[config.mk]
export PLATFORM = sky130hd
export DESIGN_NAME = ssr_core
export DESIGN_NICKNAME = d
export VERILOG_FILES = /design/src/core/ssr_core.v
export VERILOG_INCLUDE_DIRS = /design/src /design/src/common
export SDC_FILE = /design/constraint.sdc
export NUM_CORES = 1
export LEC_CHECK = 0
export BUFFER_PORTS_ARGS = -buffer_cell sky130_fd_sc_hd__buf_2
export CORE_AREA = 2 2 137 139
export CTS_BUF_LIST = sky130_fd_sc_hd__clkbuf_4
export DETAILED_ROUTE_END_ITERATION = 10
export DIE_AREA = 0 0 139 141
export SKIP_LAST_GASP = 1
export SYNTH_ARGS = -nofsm -noshare
export SYNTH_HDL_FRONTEND = slang
export SYNTH_SLANG_ARGS = --single-unit
export TNS_END_PERCENT = 50
[constraint.sdc]
create_clock -name sys_clk -period 9.16 [get_ports sys_clk]
set_input_delay 1.832 -clock sys_clk [delete_from_list [all_inputs] [get_ports sys_clk]]
set_output_delay 1.832 -clock sys_clk [all_outputs]
set_load 0.005 [all_outputs]
[src/common/ssr_defines.vh]
/*
  Register offsets, field positions and reset values of the synchronous
  serial receive/transmit block.
  Assumes a 32-bit classic Wishbone bus with one register per aligned word.
*/
`ifndef SSR_DEFINES_VH
`define SSR_DEFINES_VH

// ==========================================================================
// Register byte offsets
`define SSR_OFF_BAUD_CTL   8'h00
`define SSR_OFF_RX_DATA    8'h04
`define SSR_OFF_RX_STAT    8'h08
`define SSR_OFF_DIV_LOW    8'h0c
`define SSR_OFF_DIV_HIGH   8'h10
`define SSR_OFF_TX_DATA    8'h14
`define SSR_OFF_TX_STAT    8'h18
`define SSR_OFF_PERI_EN    8'h1c
`define SSR_OFF_PERI_FLAG  8'h20
`define SSR_OFF_INT_CTL    8'h24

// ==========================================================================
// Field positions
`define SSR_BC_IDLE        6
`define SSR_BC_CLK_POL     4
`define SSR_BC_WIDE        3
`define SSR_RS_PORT_EN     7
`define SSR_RS_NINE        6
`define SSR_RS_SINGLE      5
`define SSR_RS_CONT        4
`define SSR_RS_FRAMING     2
`define SSR_RS_OVERRUN     1
`define SSR_RS_NINTH       0
`define SSR_TS_MASTER      7
`define SSR_TS_NINE        6
`define SSR_TS_TX_EN       5
`define SSR_TS_CLOCKED     4
`define SSR_TS_HIGH_SPEED  2
`define SSR_TS_SHIFT_EMPTY 1
`define SSR_TS_NINTH       0
`define SSR_PE_RX          5
`define SSR_PE_TX          4
`define SSR_IC_GLOBAL      7
`define SSR_IC_PERI        6

// ==========================================================================
// Reset values and last bit indices
`define SSR_RST_BYTE       8'h00
`define SSR_RST_DIV        16'h0000
`define SSR_LAST_BIT_8     4'h7
`define SSR_LAST_BIT_9     4'h8

`endif

[src/core/ssr_core.v]
/*
  Synchronous serial receiver/transmitter: Wishbone register slave, master
  clock generator, slave clock sampler, transmit buffer and shifter, receive
  shifter and two-entry receive queue, wake and interrupt requests.
  Assumes sys_clk at 25 MHz and a slave-mode pin clock far slower than it.
*/
`timescale 1ns/1ps
`include "ssr_defines.vh"
`default_nettype none

module ssr_core (
  // Clock and reset
  input  wire        sys_clk,
  input  wire        arst_n,
  // Wishbone slave
  input  wire        wb_cyc_i,
  input  wire        wb_stb_i,
  input  wire        wb_we_i,
  input  wire [7:0]  wb_adr_i,
  input  wire [3:0]  wb_sel_i,
  input  wire [31:0] wb_dat_i,
  output reg  [31:0] wb_dat_o,
  output reg         wb_ack_o,
  // Clock pin
  input  wire        clock_pin_i,
  output reg         clock_pin_o,
  output reg         clock_pin_oe,
  // Data pin
  input  wire        data_pin_i,
  output reg         data_pin_o,
  output reg         data_pin_oe,
  // Processor requests
  output reg         wake_request,
  output reg         irq_request
);

  // ========================================================================
  // Helpers
  function [3:0] last_bit;
    input nine;
    begin
      last_bit = nine ? `SSR_LAST_BIT_9 : `SSR_LAST_BIT_8;
    end
  endfunction

  function hit;
    input [7:0] adr;
    input [7:0] off;
    begin
      hit = (adr[7:2] == off[7:2]);
    end
  endfunction

  // ========================================================================
  // Reset release
  reg rst_s1;
  reg rst_n;
  always @(posedge sys_clk or negedge arst_n)
  begin
    if (!arst_n)
    begin
      rst_s1 <= 1'b0;
      rst_n  <= 1'b0;
    end
    else
    begin
      rst_s1 <= 1'b1;
      rst_n  <= rst_s1;
    end
  end

  // ========================================================================
  // Pin synchronisers
  reg ck_s1;
  reg ck_s2;
  reg ck_s3;
  reg dt_s1;
  reg dt_s2;
  always @(posedge sys_clk or negedge rst_n)
  begin
    if (!rst_n)
    begin
      ck_s1 <= 1'b0;
      ck_s2 <= 1'b0;
      ck_s3 <= 1'b0;
      dt_s1 <= 1'b0;
      dt_s2 <= 1'b0;
    end
    else
    begin
      ck_s1 <= clock_pin_i;
      ck_s2 <= ck_s1;
      ck_s3 <= ck_s2;
      dt_s1 <= data_pin_i;
      dt_s2 <= dt_s1;
    end
  end

  // ========================================================================
  // Configuration registers
  reg        clk_polarity;
  reg        wide_divisor_select;
  reg [7:0]  baud_divisor_low;
  reg [7:0]  baud_divisor_high;
  reg        port_enable;
  reg        nine_bit_receive_select;
  reg        single_receive_enable;
  reg        continuous_receive_enable;
  reg        clock_source_master;
  reg        nine_bit_transmit_select;
  reg        transmit_enable;
  reg        clocked_mode;
  reg        high_speed_baud_select;
  reg        transmit_ninth_bit;
  reg        receive_interrupt_enable;
  reg        transmit_interrupt_enable;
  reg        global_interrupt_enable;
  reg        peripheral_interrupt_enable;

  // Datapath state declared early for the bus read mux.
  reg [8:0]  rx_queue0;
  reg [8:0]  rx_queue1;
  reg [1:0]  rx_count;
  reg [7:0]  receive_shifter;
  reg [3:0]  rx_bit;
  reg        overrun_flag;
  reg [8:0]  tx_buffer;
  reg        tx_buffer_full;
  reg [8:0]  transmit_shifter;
  reg        tx_busy;
  reg [3:0]  tx_bit;

  wire bus_go  = wb_cyc_i & wb_stb_i & ~wb_ack_o;
  wire bus_wr  = bus_go & wb_we_i & wb_sel_i[0];
  wire unit_on = port_enable & clocked_mode;
  wire master  = unit_on & clock_source_master;
  wire slave   = unit_on & ~clock_source_master;
  wire tx_mode = ~single_receive_enable & ~continuous_receive_enable;
  // A slave receives only with the continuous-receive enable.
  wire rx_on   = unit_on & (continuous_receive_enable | (master & single_receive_enable));
  wire rx_pop  = bus_go & ~wb_we_i & hit(wb_adr_i, `SSR_OFF_RX_DATA) & (rx_count != 2'd0);
  wire receive_complete_flag = (rx_count != 2'd0);
  wire transmit_ready_flag   = ~tx_buffer_full;

  // ========================================================================
  // Bit clock events
  reg        ck_level;
  reg [15:0] div_cnt;
  wire [15:0] div_limit = wide_divisor_select ? {baud_divisor_high, baud_divisor_low}
                                              : {8'h00, baud_divisor_low};
  wire m_run  = master & ((tx_mode & tx_busy) | (rx_on & ~overrun_flag));
  wire m_tick = m_run & (div_cnt == div_limit);
  wire s_edge = slave & (ck_s2 != ck_s3);
  wire ev_lead  = master ? (m_tick & (ck_level == clk_polarity)) : (s_edge & (ck_s3 == clk_polarity));
  wire ev_trail = master ? (m_tick & (ck_level != clk_polarity)) : (s_edge & (ck_s2 == clk_polarity));

  always @(posedge sys_clk or negedge rst_n)
  begin
    if (!rst_n)
    begin
      div_cnt  <= `SSR_RST_DIV;
      ck_level <= 1'b0;
    end
    else if (!m_run)
    begin
      div_cnt  <= `SSR_RST_DIV;
      ck_level <= clk_polarity;
    end
    else if (m_tick)
    begin
      div_cnt  <= `SSR_RST_DIV;
      ck_level <= ~ck_level;
    end
    else
    begin
      div_cnt <= div_cnt + 16'h0001;
    end
  end

  // ========================================================================
  // Receive path
  wire       rx_evt   = ev_trail & rx_on & ~overrun_flag & ~tx_mode;
  wire       rx_done  = rx_evt & (rx_bit == last_bit(nine_bit_receive_select));
  wire [8:0] rx_char  = nine_bit_receive_select ? {dt_s2, receive_shifter}
                                                : {1'b0, dt_s2, receive_shifter[6:0]};
  wire [1:0] cnt_left = rx_count - {1'b0, rx_pop};
  wire       rx_push  = rx_done & (cnt_left != 2'd2);
  wire       rx_ovr   = rx_done & (cnt_left == 2'd2);

  always @(posedge sys_clk or negedge rst_n)
  begin
    if (!rst_n)
    begin
      rx_queue0       <= 9'h000;
      rx_queue1       <= 9'h000;
      rx_count        <= 2'd0;
      receive_shifter <= 8'h00;
      rx_bit          <= 4'h0;
      overrun_flag    <= 1'b0;
    end
    else if (!port_enable)
    begin
      // Port disable is the unit's soft reset.
      rx_queue0       <= 9'h000;
      rx_queue1       <= 9'h000;
      rx_count        <= 2'd0;
      receive_shifter <= 8'h00;
      rx_bit          <= 4'h0;
      overrun_flag    <= 1'b0;
    end
    else
    begin
      if (rx_pop)
        rx_queue0 <= rx_queue1;
      if (rx_push)
      begin
        if (cnt_left == 2'd0)
          rx_queue0 <= rx_char;
        else
          rx_queue1 <= rx_char;
      end
      rx_count <= cnt_left + {1'b0, rx_push};
      if (!rx_on || tx_mode)
        rx_bit <= 4'h0;
      else if (rx_done)
        rx_bit <= 4'h0;
      else if (rx_evt)
      begin
        receive_shifter[rx_bit[2:0]] <= dt_s2;
        rx_bit <= rx_bit + 4'h1;
      end
      // A new overrun wins over any clear in the same cycle.
      if (rx_ovr)
        overrun_flag <= 1'b1;
      else if (!continuous_receive_enable && !single_receive_enable)
        overrun_flag <= 1'b0;
      else if (!continuous_receive_enable && rx_pop)
        overrun_flag <= 1'b0;
    end
  end

  // ========================================================================
  // Transmit path
  wire tx_run  = unit_on & transmit_enable & tx_mode;
  wire tx_done = ev_trail & tx_busy & (tx_bit == last_bit(nine_bit_transmit_select));
  wire tx_load = tx_run & tx_buffer_full & (~tx_busy | tx_done);
  wire tx_wr   = bus_wr & hit(wb_adr_i, `SSR_OFF_TX_DATA);

  always @(posedge sys_clk or negedge rst_n)
  begin
    if (!rst_n)
    begin
      tx_buffer        <= 9'h000;
      tx_buffer_full   <= 1'b0;
      transmit_shifter <= 9'h000;
      tx_busy          <= 1'b0;
      tx_bit           <= 4'h0;
      data_pin_o       <= 1'b0;
    end
    else if (!port_enable)
    begin
      tx_buffer_full   <= 1'b0;
      transmit_shifter <= 9'h000;
      tx_busy          <= 1'b0;
      tx_bit           <= 4'h0;
      data_pin_o       <= 1'b0;
    end
    else
    begin
      if (!tx_run)
      begin
        tx_busy <= 1'b0;
        tx_bit  <= 4'h0;
      end
      else
      begin
        if (ev_lead && tx_busy)
          data_pin_o <= transmit_shifter[tx_bit];
        if (tx_done)
        begin
          tx_busy <= 1'b0;
          tx_bit  <= 4'h0;
        end
        else if (ev_trail && tx_busy)
          tx_bit <= tx_bit + 4'h1;
      end
      if (tx_load)
      begin
        transmit_shifter <= tx_buffer;
        tx_busy          <= 1'b1;
        tx_buffer_full   <= 1'b0;
      end
      // A write in the load cycle refills the freed buffer.
      if (tx_wr)
      begin
        tx_buffer      <= {transmit_ninth_bit, wb_dat_i[7:0]};
        tx_buffer_full <= 1'b1;
      end
    end
  end

  // ========================================================================
  // Register writes and bus answer
  always @(posedge sys_clk or negedge rst_n)
  begin
    if (!rst_n)
    begin
      clk_polarity                <= 1'b0;
      wide_divisor_select         <= 1'b0;
      baud_divisor_low            <= `SSR_RST_BYTE;
      baud_divisor_high           <= `SSR_RST_BYTE;
      port_enable                 <= 1'b0;
      nine_bit_receive_select     <= 1'b0;
      single_receive_enable       <= 1'b0;
      continuous_receive_enable   <= 1'b0;
      clock_source_master         <= 1'b0;
      nine_bit_transmit_select    <= 1'b0;
      transmit_enable             <= 1'b0;
      clocked_mode                <= 1'b0;
      high_speed_baud_select      <= 1'b0;
      transmit_ninth_bit          <= 1'b0;
      receive_interrupt_enable    <= 1'b0;
      transmit_interrupt_enable   <= 1'b0;
      global_interrupt_enable     <= 1'b0;
      peripheral_interrupt_enable <= 1'b0;
      wb_ack_o                    <= 1'b0;
      wb_dat_o                    <= 32'h00000000;
    end
    else
    begin
      wb_ack_o <= bus_go;
      // The single-receive enable drops after one character in master mode.
      if (rx_done && master)
        single_receive_enable <= 1'b0;
      if (bus_wr)
      begin
        if (hit(wb_adr_i, `SSR_OFF_BAUD_CTL))
        begin
          clk_polarity        <= wb_dat_i[`SSR_BC_CLK_POL];
          wide_divisor_select <= wb_dat_i[`SSR_BC_WIDE];
        end
        if (hit(wb_adr_i, `SSR_OFF_DIV_LOW))
          baud_divisor_low <= wb_dat_i[7:0];
        if (hit(wb_adr_i, `SSR_OFF_DIV_HIGH))
          baud_divisor_high <= wb_dat_i[7:0];
        if (hit(wb_adr_i, `SSR_OFF_RX_STAT))
        begin
          port_enable               <= wb_dat_i[`SSR_RS_PORT_EN];
          nine_bit_receive_select   <= wb_dat_i[`SSR_RS_NINE];
          single_receive_enable     <= wb_dat_i[`SSR_RS_SINGLE];
          continuous_receive_enable <= wb_dat_i[`SSR_RS_CONT];
        end
        if (hit(wb_adr_i, `SSR_OFF_TX_STAT))
        begin
          clock_source_master      <= wb_dat_i[`SSR_TS_MASTER];
          nine_bit_transmit_select <= wb_dat_i[`SSR_TS_NINE];
          transmit_enable          <= wb_dat_i[`SSR_TS_TX_EN];
          clocked_mode             <= wb_dat_i[`SSR_TS_CLOCKED];
          high_speed_baud_select   <= wb_dat_i[`SSR_TS_HIGH_SPEED];
          transmit_ninth_bit       <= wb_dat_i[`SSR_TS_NINTH];
        end
        if (hit(wb_adr_i, `SSR_OFF_PERI_EN))
        begin
          receive_interrupt_enable  <= wb_dat_i[`SSR_PE_RX];
          transmit_interrupt_enable <= wb_dat_i[`SSR_PE_TX];
        end
        if (hit(wb_adr_i, `SSR_OFF_INT_CTL))
        begin
          global_interrupt_enable     <= wb_dat_i[`SSR_IC_GLOBAL];
          peripheral_interrupt_enable <= wb_dat_i[`SSR_IC_PERI];
        end
      end
      wb_dat_o <= 32'h00000000;
      if (bus_go && !wb_we_i)
      begin
        case ({wb_adr_i[7:2], 2'b00})
          `SSR_OFF_BAUD_CTL:
            wb_dat_o[7:0] <= {1'b0, (rx_bit == 4'h0), 1'b0, clk_polarity, wide_divisor_select, 3'b000};
          `SSR_OFF_RX_DATA:
            wb_dat_o[7:0] <= rx_queue0[7:0];
          `SSR_OFF_RX_STAT:
            wb_dat_o[7:0] <= {port_enable, nine_bit_receive_select, single_receive_enable,
                              continuous_receive_enable, 1'b0, 1'b0, overrun_flag,
                              rx_queue0[8]};
          `SSR_OFF_DIV_LOW:
            wb_dat_o[7:0] <= baud_divisor_low;
          `SSR_OFF_DIV_HIGH:
            wb_dat_o[7:0] <= baud_divisor_high;
          `SSR_OFF_TX_STAT:
            wb_dat_o[7:0] <= {clock_source_master, nine_bit_transmit_select, transmit_enable,
                              clocked_mode, 1'b0, high_speed_baud_select, ~tx_busy,
                              transmit_ninth_bit};
          `SSR_OFF_PERI_EN:
            wb_dat_o[7:0] <= {2'b00, receive_interrupt_enable, transmit_interrupt_enable, 4'h0};
          `SSR_OFF_PERI_FLAG:
            wb_dat_o[7:0] <= {2'b00, receive_complete_flag, transmit_ready_flag, 4'h0};
          `SSR_OFF_INT_CTL:
            wb_dat_o[7:0] <= {global_interrupt_enable, peripheral_interrupt_enable, 6'h00};
          default:
            wb_dat_o[7:0] <= 8'h00;
        endcase
      end
    end
  end

  // ========================================================================
  // Pin drivers and processor requests
  // Wake is computed from the flags, their enables and the peripheral enable, without the global enable, so it works while the core sleeps.
  wire wake_next = peripheral_interrupt_enable &
                   ((receive_complete_flag & receive_interrupt_enable) |
                    (transmit_ready_flag & transmit_interrupt_enable));

  always @(posedge sys_clk or negedge rst_n)
  begin
    if (!rst_n)
    begin
      clock_pin_o  <= 1'b0;
      clock_pin_oe <= 1'b0;
      data_pin_oe  <= 1'b0;
      wake_request <= 1'b0;
      irq_request  <= 1'b0;
    end
    else
    begin
      clock_pin_o  <= ck_level;
      clock_pin_oe <= master;
      data_pin_oe  <= unit_on & tx_mode;
      wake_request <= wake_next;
      irq_request  <= wake_next & global_interrupt_enable;
    end
  end

endmodule // ssr_core

`default_nettype wire

---- Yosys cells after proc, flatten, opt, wreduce, memory -nomap -nowiden ----
Index checks and enable logic that the tools add are counted.
cells by class
  add/sub/neg operators ................... 5
  $lt $le $gt $ge ......................... 3
  eq/ne operators ......................... 33
  multiplexer cells ....................... 56
  bitwise operators ....................... 54
  reduce and logical (&&, ||, !) cells .... 27
operators with widths
  operator                                              number
  2-to-1 mux 9 bit                                      10
  one-hot mux 8 bit (9 select lines)                    1
  2-to-1 mux 16 bit                                     3
  bitwise AND 1 bit                                     40
  2-to-1 mux 4 bit                                      10
  2-to-1 mux 8 bit                                      5
  equality test 6 x 3 -> 1 bit (second input constant)  4
  2-to-1 mux 1 bit                                      23
  AND reduction 2 bit                                   10
  adder 16 x 1 -> 16 bit (second input constant)        1
  equality test 16 bit                                  1
  equality test 6 x 2 -> 1 bit (second input constant)  2
  equality test 6 x 4 -> 1 bit (second input constant)  2
  != test 2 x 1 -> 1 bit (second input constant)        6
  inverter 1 bit                                        10
  adder 4 x 1 -> 4 bit (second input constant)          2
  bitwise mux 8 bit                                     1
  equality test 4 bit                                   2
  != test 2 bit (second input constant)                 4
  != test 4 x 1 -> 1 bit (second input constant)        2
  != test 4 x 2 -> 1 bit (second input constant)        2
  logical AND 1 bit                                     7
  equality test 6 x 1 -> 1 bit (second input constant)  1
  logical NOT 6 bit                                     1
  19 further kinds                                      28
storage, ports and cells
  flip-flop bits (word level) ............. 128
  input bits .............................. 51
  output and inout bits ................... 39
  logic and storage cells ................. 224

---- Depth between registers and ports, before layout ----
Gate-level depths: netlist of run 1.
  depth in word-level cells ............... 19
  depth in mapped cells ................... 12
  gate-level depth less buffers ........... 9

---- Least setup slack after synthesis of run 1 ----
OpenSTA, ideal clock, no wires.
  kind .................................... input-to-reg
  start ................................... input port wb_adr_i[3]
  end ..................................... register rx_queue0[0]
  library setup time ...................... 0.125 ns
  arrival time ............................ 3.607 ns
  data required time ...................... 9.035 ns
  setup slack ............................. 5.428 ns
  stages on the path ...................... 12
  buffers on the path ..................... 3
  path through ............................ buf_2 -> nor2b_1 -> and2_2 -> and3b_1 -> buf_6 -> ha_1 -> xnor2_1 -> nand2_1 -> nor2_1 -> o21ai_1 -> buf_4 -> mux2i_1
on the way
  word-level cells in the longest chain between the ends .. 8
  elaborated cells on any way between the ends .. 11
  classes of those cells .................. add/sub: 1; eq/ne: 2; mux: 4; bitwise: 3; reduce/logical: 1
RTL lines
  what                                                   line                            source
  from (decl)                                            ssr_core.v:19                   input wire [7:0] wb_adr_i,
  equality test 6 x 1 -> 1 bit (*)                       ssr_core.v:50                   hit = (adr[7:2] == off[7:2]);
  bitwise AND 1 bit (*) (2 in series)                    ssr_core.v:141                  wire rx_pop = bus_go & ~wb_we_i & hit(wb_adr_i, `SSR_OFF_RX_DATA) & (rx_count != 2'd0);
  subtractor 2 x 1 -> 2 bit                              ssr_core.v:186                  wire [1:0] cnt_left = rx_count - {1'b0, rx_pop};
  != test 2 bit or logical NOT 2 bit (tied branches)     ssr_core.v:187, ssr_core.v:217
  bitwise AND 1 bit or 2-to-1 mux 9 bit (tied branches)  ssr_core.v:187, ssr_core.v:217
  2-to-1 mux 9 bit (*)                                   ssr_core.v:215                  if (rx_push)
  2-to-1 mux 9 bit (*)                                   ssr_core.v:201                  else if (!port_enable)
  to (signal assigned)                                   ssr_core.v:214                  rx_queue0 <= rx_queue1;
  to (signal assigned)                                   ssr_core.v:218                  rx_queue0 <= rx_char;
  to (decl)                                              ssr_core.v:121                  reg [8:0] rx_queue0;
Every way passes the cells marked *; elsewhere a longest branch is shown, timed or not.
A chain may end at the register's enable or synchronous reset.

---- Final worst setup path of run 1 ----
  start ................................... input port wb_adr_i[2]
  end ..................................... register rx_count[0]
on the way
  word-level cells in the longest chain between the ends .. 8
RTL lines
  what                                 line            source
  equality test 6 x 1 -> 1 bit (*)     ssr_core.v:50
  bitwise AND 1 bit (*) (2 in series)  ssr_core.v:141
  subtractor 2 x 1 -> 2 bit (*)        ssr_core.v:186
  != test 2 bit                        ssr_core.v:187  wire rx_push = rx_done & (cnt_left != 2'd2);
  bitwise AND 1 bit                    ssr_core.v:187
  adder 2 x 1 -> 2 bit (*)             ssr_core.v:222  rx_count <= cnt_left + {1'b0, rx_push};
  2-to-1 mux 2 bit (*)                 ssr_core.v:201
  to (signal assigned)                 ssr_core.v:222
  to (decl)                            ssr_core.v:123  reg [1:0] rx_count;
Marked as above.

==> results.yml, run 1 <==
power_and_ir_drop:
  pwr-share-seq_pct: 56.9
  clkPwrFrac_pct: 38.6
  swShare_pct: 24.23
  power.density_mw_per_mm2: 139.4
  intPower_uw: 771.8
  ir_drop_mv: 0.09418
  switchingPower_uw: 246.7
  cellLeakagePower_nw: 3.457
  combPwrFrac_pct: 4.4
clock_tree:
  postCtsHoldBufs: 0
  cts_buffers: 17
  clkSinkCount: 128
  htreeDepth: 4
  cts_tree: "done"
  clkTransAtPathRegs_ns: 0.10
  clock-root-buffer: "clkbuf_4"
  cts_resized: 0
  clk_latency_ns: 0.53
  cts_max_path_buffers: 2
  cts_setup_buffers: 0
global_route:
  grt_max_degree: 78
  grt.busiest_layer: "met2"
  antenna_found_initial: 0
  grtUsageTotal_pct: 16.23
  grt_pass1_vias: 4672
  overflow: 0
  grt_pass1_wl_mm: 25.02
  use_met3_pct: 4.144
  gr-usage-met1_pct: 21.55
  grt_use_met2_pct: 26.29
critical_path:
  cp_cell_sequence: "buf_2 > nor2b_1 > and2_2 > and3b_1 > ha_1 > xnor2_1 > nand2_1 > nor2_1 > o21ai_1 > o21ai_0"
  critical_path_depth: 10
  crit_path_start_kind: "primary input"
  slowest_delay_ns: 0.69
  timing.rr.end: "rx_count[0]$_DFF_PN0_"
  critPathTopFamily: "simple AND/OR/NAND/NOR gates"
  crit_buf_inv: 1
  crit_slowest_cell: "o21ai_1"
  r2r-start: "wb_ack_o$_DFF_PN0_"
  endpoint_kind: "flip-flop"
  worstPathArrival_ns: 4.83
  cp_max_fo: 14
  worst-r2r-cell-count: 8
  worstPathRequired_ns: 9.50
  critPathKind: "in -> reg"
  reg2reg_slack_ns: 6.19
synth:
  ys_seq_area_share_pct: 47.24
  ys_ff_latch: 128
  async_flop_share_pct: 100.0
  synth.distinct_cells: 74
  synthCells: 621
  synthesis.area_mm2: 0.006780
  synth_edf_count: 0
  synthFlopType: "dfrtp_1"
  ys_warn_count: 0
  avgSynthCellArea_um2: 10.92
sta:
  layout_min_cycle_time_ns: 4.495
  clock_skew_ns: 0.01655
  hold_viol: 0
  drv_slew: 0
  tightest_slew_ns: 1.251
  fin_tns_setup_ns: 0
  setup_viol: 0
  clock.fmax_ghz: 0.2225
  relSlewSlack_pct: 16.02
  period_share_pct: 49.07
  rsz0062_at_grt: "no"
floorplan:
  die-area_mm2: 0.01960
  ioPinCount: 90
  die_w_um: 139
  rows: 50
  die_y_um: 141
  initial_utilization_pct: 37.12
  core_area_mm2: 0.01827
drt:
  viasPerCell: 5.261
  drt-pass1-iter-count: 5
  vias: 4730
  post_drt_wl_per_cell_um: 17.31
  drc: 0
  first_iter_violations: 279
  wl_mm: 15.56
  ant_nets: 0
cells_and_area:
  nets: 708
  postLayoutCoreUtil_pct: 39.99
  mostFrequentLayoutCells: "dfrtp_1 (127), nand2_1 (65), mux2_2 (59)"
  diodes: 0
  area_delta_synth_final_pct: 7.751
  drive_gt1_share_pct: 22.71
  final_common_cell: "dfrtp_1"
place:
  io_buffers: 36
  hpwl_mm: 11.23
  gp_congestion: 0.8868
outcome:
  status: "finished, final reports clean"
job:
  drv_cap: 0
worst_hold_path:
  hold_path.class: "reg -> async"
[logic make-up after synthesis]
logic type / Yosys count / synth area share (%)
AOI/OAI and AO/OA: 90 / 9.633
xor gates and xnor gates: 31 / 4.004
adders and majority gates: 5 / 0.9227
buffers and inverters: 72 / 6.293
DFF: 128 / 47.24
muxes: 101 / 16.37
other: 2 / 0.1108
and+or+nand+nor: 192 / 15.43
[worst max-delay path by stage]
stage               startpoint                               end  slack, ns
6_report           wb_adr_i[2]             rx_count[0]$_DFF_PN0_       4.66
5_1_grt            wb_adr_i[7]             rx_count[0]$_DFF_PN0_       4.47
4_1_cts            wb_adr_i[7]             rx_count[0]$_DFF_PN0_       4.76
3_5_place_dp       wb_adr_i[2]             rx_count[0]$_DFF_PN0_       4.20
3_3_place_gp       wb_adr_i[7]             rx_count[0]$_DFF_PN0_       4.30
2_1_floorplan  rst_n$_DFF_PN0_  baud_divisor_high[0]$_DFFE_PN0P_       5.33
[synthesized netlist by cell type (3+ instances only)]
master / count / area share (%)
a21oi_1: 17 / 1.3
a22o_1: 6 / 0.78
a22oi_1: 11 / 1.2
a31oi_1: 4 / 0.37
a32o_1: 3 / 0.44
and2_1: 5 / 0.46
and3_1: 12 / 1.1
buf_2: 6 / 0.44
buf_4: 29 / 3.2
buf_6: 5 / 0.83
clkbuf_1: 8 / 0.44
dfrtp_1: 128 / 47
ha_1: 5 / 0.92
inv_1: 21 / 1.2
mux2_2: 59 / 9.8
mux2i_1: 40 / 5.9
nand2_1: 65 / 3.6
nand3_1: 19 / 1.4
nand4_1: 4 / 0.37
nand4b_1: 3 / 0.39
nor2_1: 41 / 2.3
nor2b_1: 5 / 0.46
nor3_1: 8 / 0.59
nor4b_1: 3 / 0.39
o2111ai_1: 3 / 0.39
o211ai_1: 7 / 0.78
o21ai_0: 11 / 0.81
o21ai_1: 3 / 0.22
o22ai_1: 5 / 0.46
xnor2_1: 12 / 1.6
xor2_1: 19 / 2.5
[per-layer routing]
metal  share of wire [%]  wire [µm]
met1                  46       7129
met4                 1.7        265
met2                  48       7523
met3                 4.1        644
met5                   0          0
[state kept, by name, indices dropped and copies added (netlist names), 2 cells and up]
| signal | flops |
|---|---|
| rx_queue1 | 9 |
| rx_count | 2 |
| baud_divisor_high | 8 |
| rx_bit | 4 |
| div_cnt | 16 |
| receive_shifter | 8 |
| rx_queue0 | 9 |
| baud_divisor_low | 8 |
| tx_bit | 4 |
| transmit_shifter | 9 |
| wb_dat_o | 8 |
| tx_buffer | 9 |
[metrics by stage]
stage	instance area (µm²)	hold WS [ns]	total power, mW	worst slack, ns	cells
after floorplan	6867	0.3312	0.6242	5.330	644
after global routing	7306	0.3703	1.058	4.466	899
after global placement	7023	0.3371	0.6355	4.303	867
after detailed placement	7023	0.3380	0.6369	4.203	867
final	7306	0.3519	1.019	4.665	899
after CTS	7306	0.3673	1.030	4.762	899
[power by group through the flow]
stage | Sequential, mW | Combinational (mW) | Clock (mW)
2_1_floorplan | 0.592 | 0.0318 | 0
4_1_cts | 0.580 | 0.0456 | 0.404
5_1_grt | 0.582 | 0.0496 | 0.427
3_3_place_gp | 0.591 | 0.0446 | 0
3_5_place_dp | 0.592 | 0.0454 | 0
6_report | 0.580 | 0.0451 | 0.393
[layout make-up]
type	instances	area [µm²]
fillers	1776	10960
multi-input cells	444	3237
flip-flops and latches	128	3207
well taps	234	292.8
repair buffers	39	202.7
clock inverters	14	147.6
clock buffers	18	135.1
inverters	22	83.83
(Power assumes the default switching activity.)
==> run 2: changes to the inputs <==
clock period = 3.8 ns   (was 9.16 ns; I/O delays follow)
==> run 2 against run 1 <==
Against the previous run: clock skew is 0.0010 ns higher; sequential share of layout area decreased by 0.42 points; worst setup slack worse by 3.7 ns; critical endpoint is now rx_count[1]$_DFF_PN0_.
==> results.yml, run 2 (same netlist as run 1, synthesis figures left out) <==
cells_and_area:
  area_delta_synth_final_pct: 8.784
  largest-register: "div_cnt"
  fill_cells: 1787
  diodes: 0
  seq_area_mm2: 0.003207
  nets: 713
  final_common_cell: "dfrtp_1"
  mostFrequentLayoutCells: "dfrtp_1 (127), nand2_1 (65), mux2_2 (59)"
  multi_input_area_mm2: 0.003237
  fin_area_mm2: 0.007376
  drive_gt1_share_pct: 23.73
  largest_register_ff_count: 16
clock_tree:
  cts_buffers: 17
  clock-root-buffer: "clkbuf_4"
  clkSinkCount: 128
  cts_tree: "done"
  cts_setup_buffers: 0
  postCtsHoldBufs: 1
  cts_resized: 0
  clkTransAtPathRegs_ns: 0.11
  htreeDepth: 4
  clk_latency_ns: 0.55
  cts_max_path_buffers: 2
global_route:
  grt_max_degree: 79
  overflow: 0
  grt_pass1_vias: 4926
  grt_pass1_wl_mm: 25.76
  grtUsageTotal_pct: 16.74
  antenna_found_initial: 0
drt:
  wl_met2_mm: 7.702
  highest_layer: "met4"
  drt-pass1-iter-count: 5
  ant_nets: 0
  drt-met1-wl_mm: 7.122
  dr_wl_met3_um: 606
  drc: 0
  post_drt_wl_per_cell_um: 17.46
  wl_mm: 15.78
  vias: 4835
  viasPerCell: 5.348
  first_iter_violations: 310
critical_path:
  critPathTopFamily: "compound AO/OA/AOI/OAI gates"
  timing.rr.end: "rx_count[1]$_DFF_PN0_"
  critPathKind: "reg -> reg"
  crit_buf_inv: 0
  worstPathArrival_ns: 3.30
  endpoint_kind: "flip-flop"
  crit_slowest_cell: "o21ai_1"
  crit_end: "rx_count[1]$_DFF_PN0_"
  worst-r2r-cell-count: 6
  r2r-start: "wide_divisor_select$_DFFE_PN0P_"
  slowest_delay_ns: 0.98
  cp_max_fo: 14
  crit_path_start_kind: "flip-flop"
  crit_start: "wide_divisor_select$_DFFE_PN0P_"
  reg2reg_slack_ns: 0.95
  worstPathRequired_ns: 4.26
  critical_path_depth: 6
  cp_cell_sequence: "o21ai_0 > o2bb2ai_1 > o22a_2 > and4_4 > o21ai_1 > mux2i_1"
sta:
  fin_tns_setup_ns: 0
  clock.fmax_ghz: 0.3510
  drv_slew: 0
  hold_viol: 0
  setup_viol: 0
  period_share_pct: 74.97
  rsz0062_at_grt: "no"
  relSlewSlack_pct: 14.90
  layout_min_cycle_time_ns: 2.849
  tightest_slew_ns: 1.268
  clock_skew_ns: 0.01757
power_and_ir_drop:
  clkPwrFrac_pct: 39.5
  ir_drop_mv: 0.2130
  swShare_pct: 25.03
  combPwrFrac_pct: 4.3
  intPower_mw: 1.876
  cellLeakagePower_nw: 3.490
  power.density_mw_per_mm2: 339.3
  pwr-share-seq_pct: 56.2
  switchingPower_uw: 626.5
place:
  gp_congestion: 0.8819
  hpwl_mm: 11.33
  io_buffers: 36
  placed_cell_area_mm2: 0.007066
floorplan:
  initial_utilization_pct: 37.12
  die-area_mm2: 0.01960
  core_area_mm2: 0.01827
  ioPinCount: 90
  die_y_um: 141
  die_w_um: 139
  rows: 50
worst_hold_path:
  hold_path.class: "in -> reg"
  hold_depth: 1
job:
  drv_cap: 0
outcome:
  status: "finished, final reports clean"
[run 2: changes by cell type in the layout (fill, tap and decap cells not counted)]
cell,previous run,this run
buf_12,0,1
buf_4,3,6
clkinv_1,5,1
dlygate4sd3_1,0,1
clkinvlp_4,2,4
inv_6,0,2
[run 2: cell type report]
class / instances / share of cell area (%)
Clock inverter: 14 / 2.239
Tap cell: 234 / 3.969
Multi-Input combinational cell: 444 / 43.88
Clock buffer: 18 / 1.832
Inverter: 22 / 1.137
Timing Repair Buffer: 44 / 3.461
Sequential cell: 128 / 43.48
[run 2: per-stage QoR]
step	hold slack [ns]	worst slack [ns]	power (mW)	cells	util, %
2_1_floorplan	0.3311	1.140	1.505	644	-
3_3_place_gp	0.3334	0.6871	1.537	871	38.68
3_5_place_dp	0.3347	0.6664	1.540	871	38.68
4_1_cts	0.2672	0.9182	2.539	904	40.38
5_1_grt	0.2595	0.7184	2.606	904	40.38
6_report	0.3140	0.9511	2.503	904	40.38
[run 2: worst min-delay path by stage]
stage                      from               to
2_1_floorplan  rst_s1$_DFF_PN0_  rst_n$_DFF_PN0_
5_1_grt              data_pin_i  dt_s1$_DFF_PN0_
4_1_cts              data_pin_i  dt_s1$_DFF_PN0_
3_3_place_gp   rst_s1$_DFF_PN0_  rst_n$_DFF_PN0_
3_5_place_dp   rst_s1$_DFF_PN0_  rst_n$_DFF_PN0_
6_report             data_pin_i  dt_s1$_DFF_PN0_
[run 2: routing by layer]
metal  GRT usage, %  vias up
li1               -     2248
met1          21.43     2456
met2          28.08      104
met3          3.533       27
met4          6.220        0
met5              0        -
[run 2: power groups by stage]
stage                     Sequential [mW]  Clock (mW)  Combinational (mW)
after global placement               1.43           0               0.105
after CTS                            1.41        1.02               0.108
after floorplan                      1.43           0              0.0767
after global routing                 1.41        1.08               0.118
after detailed placement             1.43           0               0.107
final                                1.41       0.990               0.107
==> run 3: changes to the inputs <==
clock period = 2.74 ns   (was 3.8 ns; I/O delays follow)
==> run 3 against run 2 <==
Against the previous run: die area unchanged; register-to-register slack got worse by 0.61 ns; routed wire length up 1.0%; hold slack got worse by 0.20 ns.
==> results.yml, run 3 (same netlist as run 1, synthesis figures left out) <==
critical_path:
  crit_slowest_cell: "dfrtp_1"
  endpoint_kind: "flip-flop"
  slowest_delay_ns: 0.47
  worst-r2r-cell-count: 7
  crit_buf_inv: 1
  timing.rr.end: "transmit_shifter[4]$_DFFE_PN0P_"
  worstPathArrival_ns: 2.85
  critPathKind: "reg -> reg"
  crit_path_start_kind: "flip-flop"
  worstPathRequired_ns: 3.19
  crit_start: "div_cnt[4]$_DFF_PN0_"
  reg2reg_slack_ns: 0.34
  cp_cell_sequence: "xor2_1 > nor4_2 > o211ai_1 > nor3_2 > a32o_1 > buf_4 > mux2i_1"
  cp_max_fo: 9
  r2r-start: "div_cnt[4]$_DFF_PN0_"
  critPathTopFamily: "simple AND/OR/NAND/NOR gates"
clock_tree:
  cts_buffers: 17
  clkTransAtPathRegs_ns: 0.10
  cts_resized: 0
  cts_setup_buffers: 0
  clk_latency_ns: 0.54
  clock-root-buffer: "clkbuf_4"
  htreeDepth: 4
  cts_tree: "done"
  clkSinkCount: 128
  cts_max_path_buffers: 2
  postCtsHoldBufs: 1
cells_and_area:
  area_delta_synth_final_pct: 9.208
  final_common_cell: "dfrtp_1"
  drive_gt1_share_pct: 24.15
  diodes: 0
  largest_register_ff_count: 16
  nets: 724
  postLayoutCoreUtil_pct: 40.53
  fill_cells: 1774
  largest-register: "div_cnt"
  mostFrequentLayoutCells: "dfrtp_1 (127), nand2_1 (65), mux2_2 (59)"
sta:
  relSlewSlack_pct: 49.70
  fin_tns_setup_ns: 0
  tightest_slew_ns: 0.7510
  hold_viol: 0
  setup_viol: 0
  period_share_pct: 87.44
  drv_slew: 0
  rsz0062_at_grt: "no"
  clock.fmax_ghz: 0.4174
  layout_min_cycle_time_ns: 2.396
  clock_skew_ns: 0.01721
global_route:
  grtUsageTotal_pct: 16.74
  grt_pass1_vias: 4823
  grt_max_degree: 69
  overflow: 0
  antenna_found_initial: 0
  grt_pass1_wl_mm: 25.65
drt:
  post_drt_wl_per_cell_um: 17.47
  drt-pass1-iter-count: 4
  wl_mm: 15.95
  drc: 0
  ant_nets: 0
  viasPerCell: 5.295
  first_iter_violations: 265
  vias: 4834
floorplan:
  die-area_mm2: 0.01960
  core_area_mm2: 0.01827
  die_y_um: 141
  die_w_um: 139
  initial_utilization_pct: 37.12
  rows: 50
  ioPinCount: 90
outcome:
  status: "finished, final reports clean"
worst_hold_path:
  hold_depth: 1
  hold_path_startpoint: "data_pin_i"
  hold_path.class: "in -> reg"
  min_to: "dt_s1$_DFF_PN0_"
job:
  drv_cap: 0
place:
  gp_congestion: 0.8586
  io_buffers: 36
  hpwl_mm: 11.51
power_and_ir_drop:
  finalPower_mw: 3.307
  cellLeakagePower_nw: 3.529
  power.density_mw_per_mm2: 446.6
  ir_drop_mv: 0.3291
-- run 3: routing by layer --
metal	track usage [%]	routed length, µm
met5	0	0
met4	5.423	189
met3	3.702	554
met2	27.90	8061
met1	21.82	7140
-- run 3: stage by stage --
stage | setup slack (ns) | hold slack, ns | std cells | area (µm²)
floorplan | 0.2917 | 0.2524 | 644 | 6868
global placement | 0.2304 | 0.2039 | 882 | 7148
detailed placement | 0.2290 | 0.2130 | 882 | 7148
CTS | 0.3268 | 0.07143 | 913 | 7405
global route | 0.1953 | 0.06738 | 913 | 7405
finish | 0.3441 | 0.1137 | 913 | 7405
-- run 3: area by class of cell --
| cell class | count | area [µm²] | share of cell area, % |
|---|---|---|---|
| Sequential cell | 128 | 3207 | 43.31 |
| Clock buffer | 20 | 150.1 | 2.028 |
| Tap cell | 234 | 292.8 | 3.954 |
| Inverter | 22 | 83.83 | 1.132 |
| Multi-Input combinational cell | 444 | 3237 | 43.71 |
| Timing Repair Buffer | 55 | 337.8 | 4.562 |
| Clock inverter | 10 | 96.34 | 1.301 |
-- run 3: power breakdown --
group | switching, mW | internal [mW] | total (mW) | leakage (nW)
clock | 0.662 | 0.543 | 1.21 | 0.136
sequential | 0.0260 | 1.91 | 1.93 | 1.77
combinational | 0.111 | 0.0590 | 0.170 | 1.62
total | 0.799 | 2.51 | 3.31 | 3.53
-- run 3: how the worst max path moves through the flow --
stage / to / slack [ns] / cells past startpoint
floorplan: rx_queue0[0]$_DFF_PN0_ / 0.29 / 12
global placement: rx_queue0[7]$_DFF_PN0_ / 0.23 / 11
detailed placement: rx_queue0[3]$_DFF_PN0_ / 0.23 / 11
CTS: transmit_shifter[4]$_DFFE_PN0P_ / 0.33 / 7
global route: transmit_shifter[4]$_DFFE_PN0P_ / 0.20 / 7
finish: transmit_shifter[4]$_DFFE_PN0P_ / 0.34 / 7
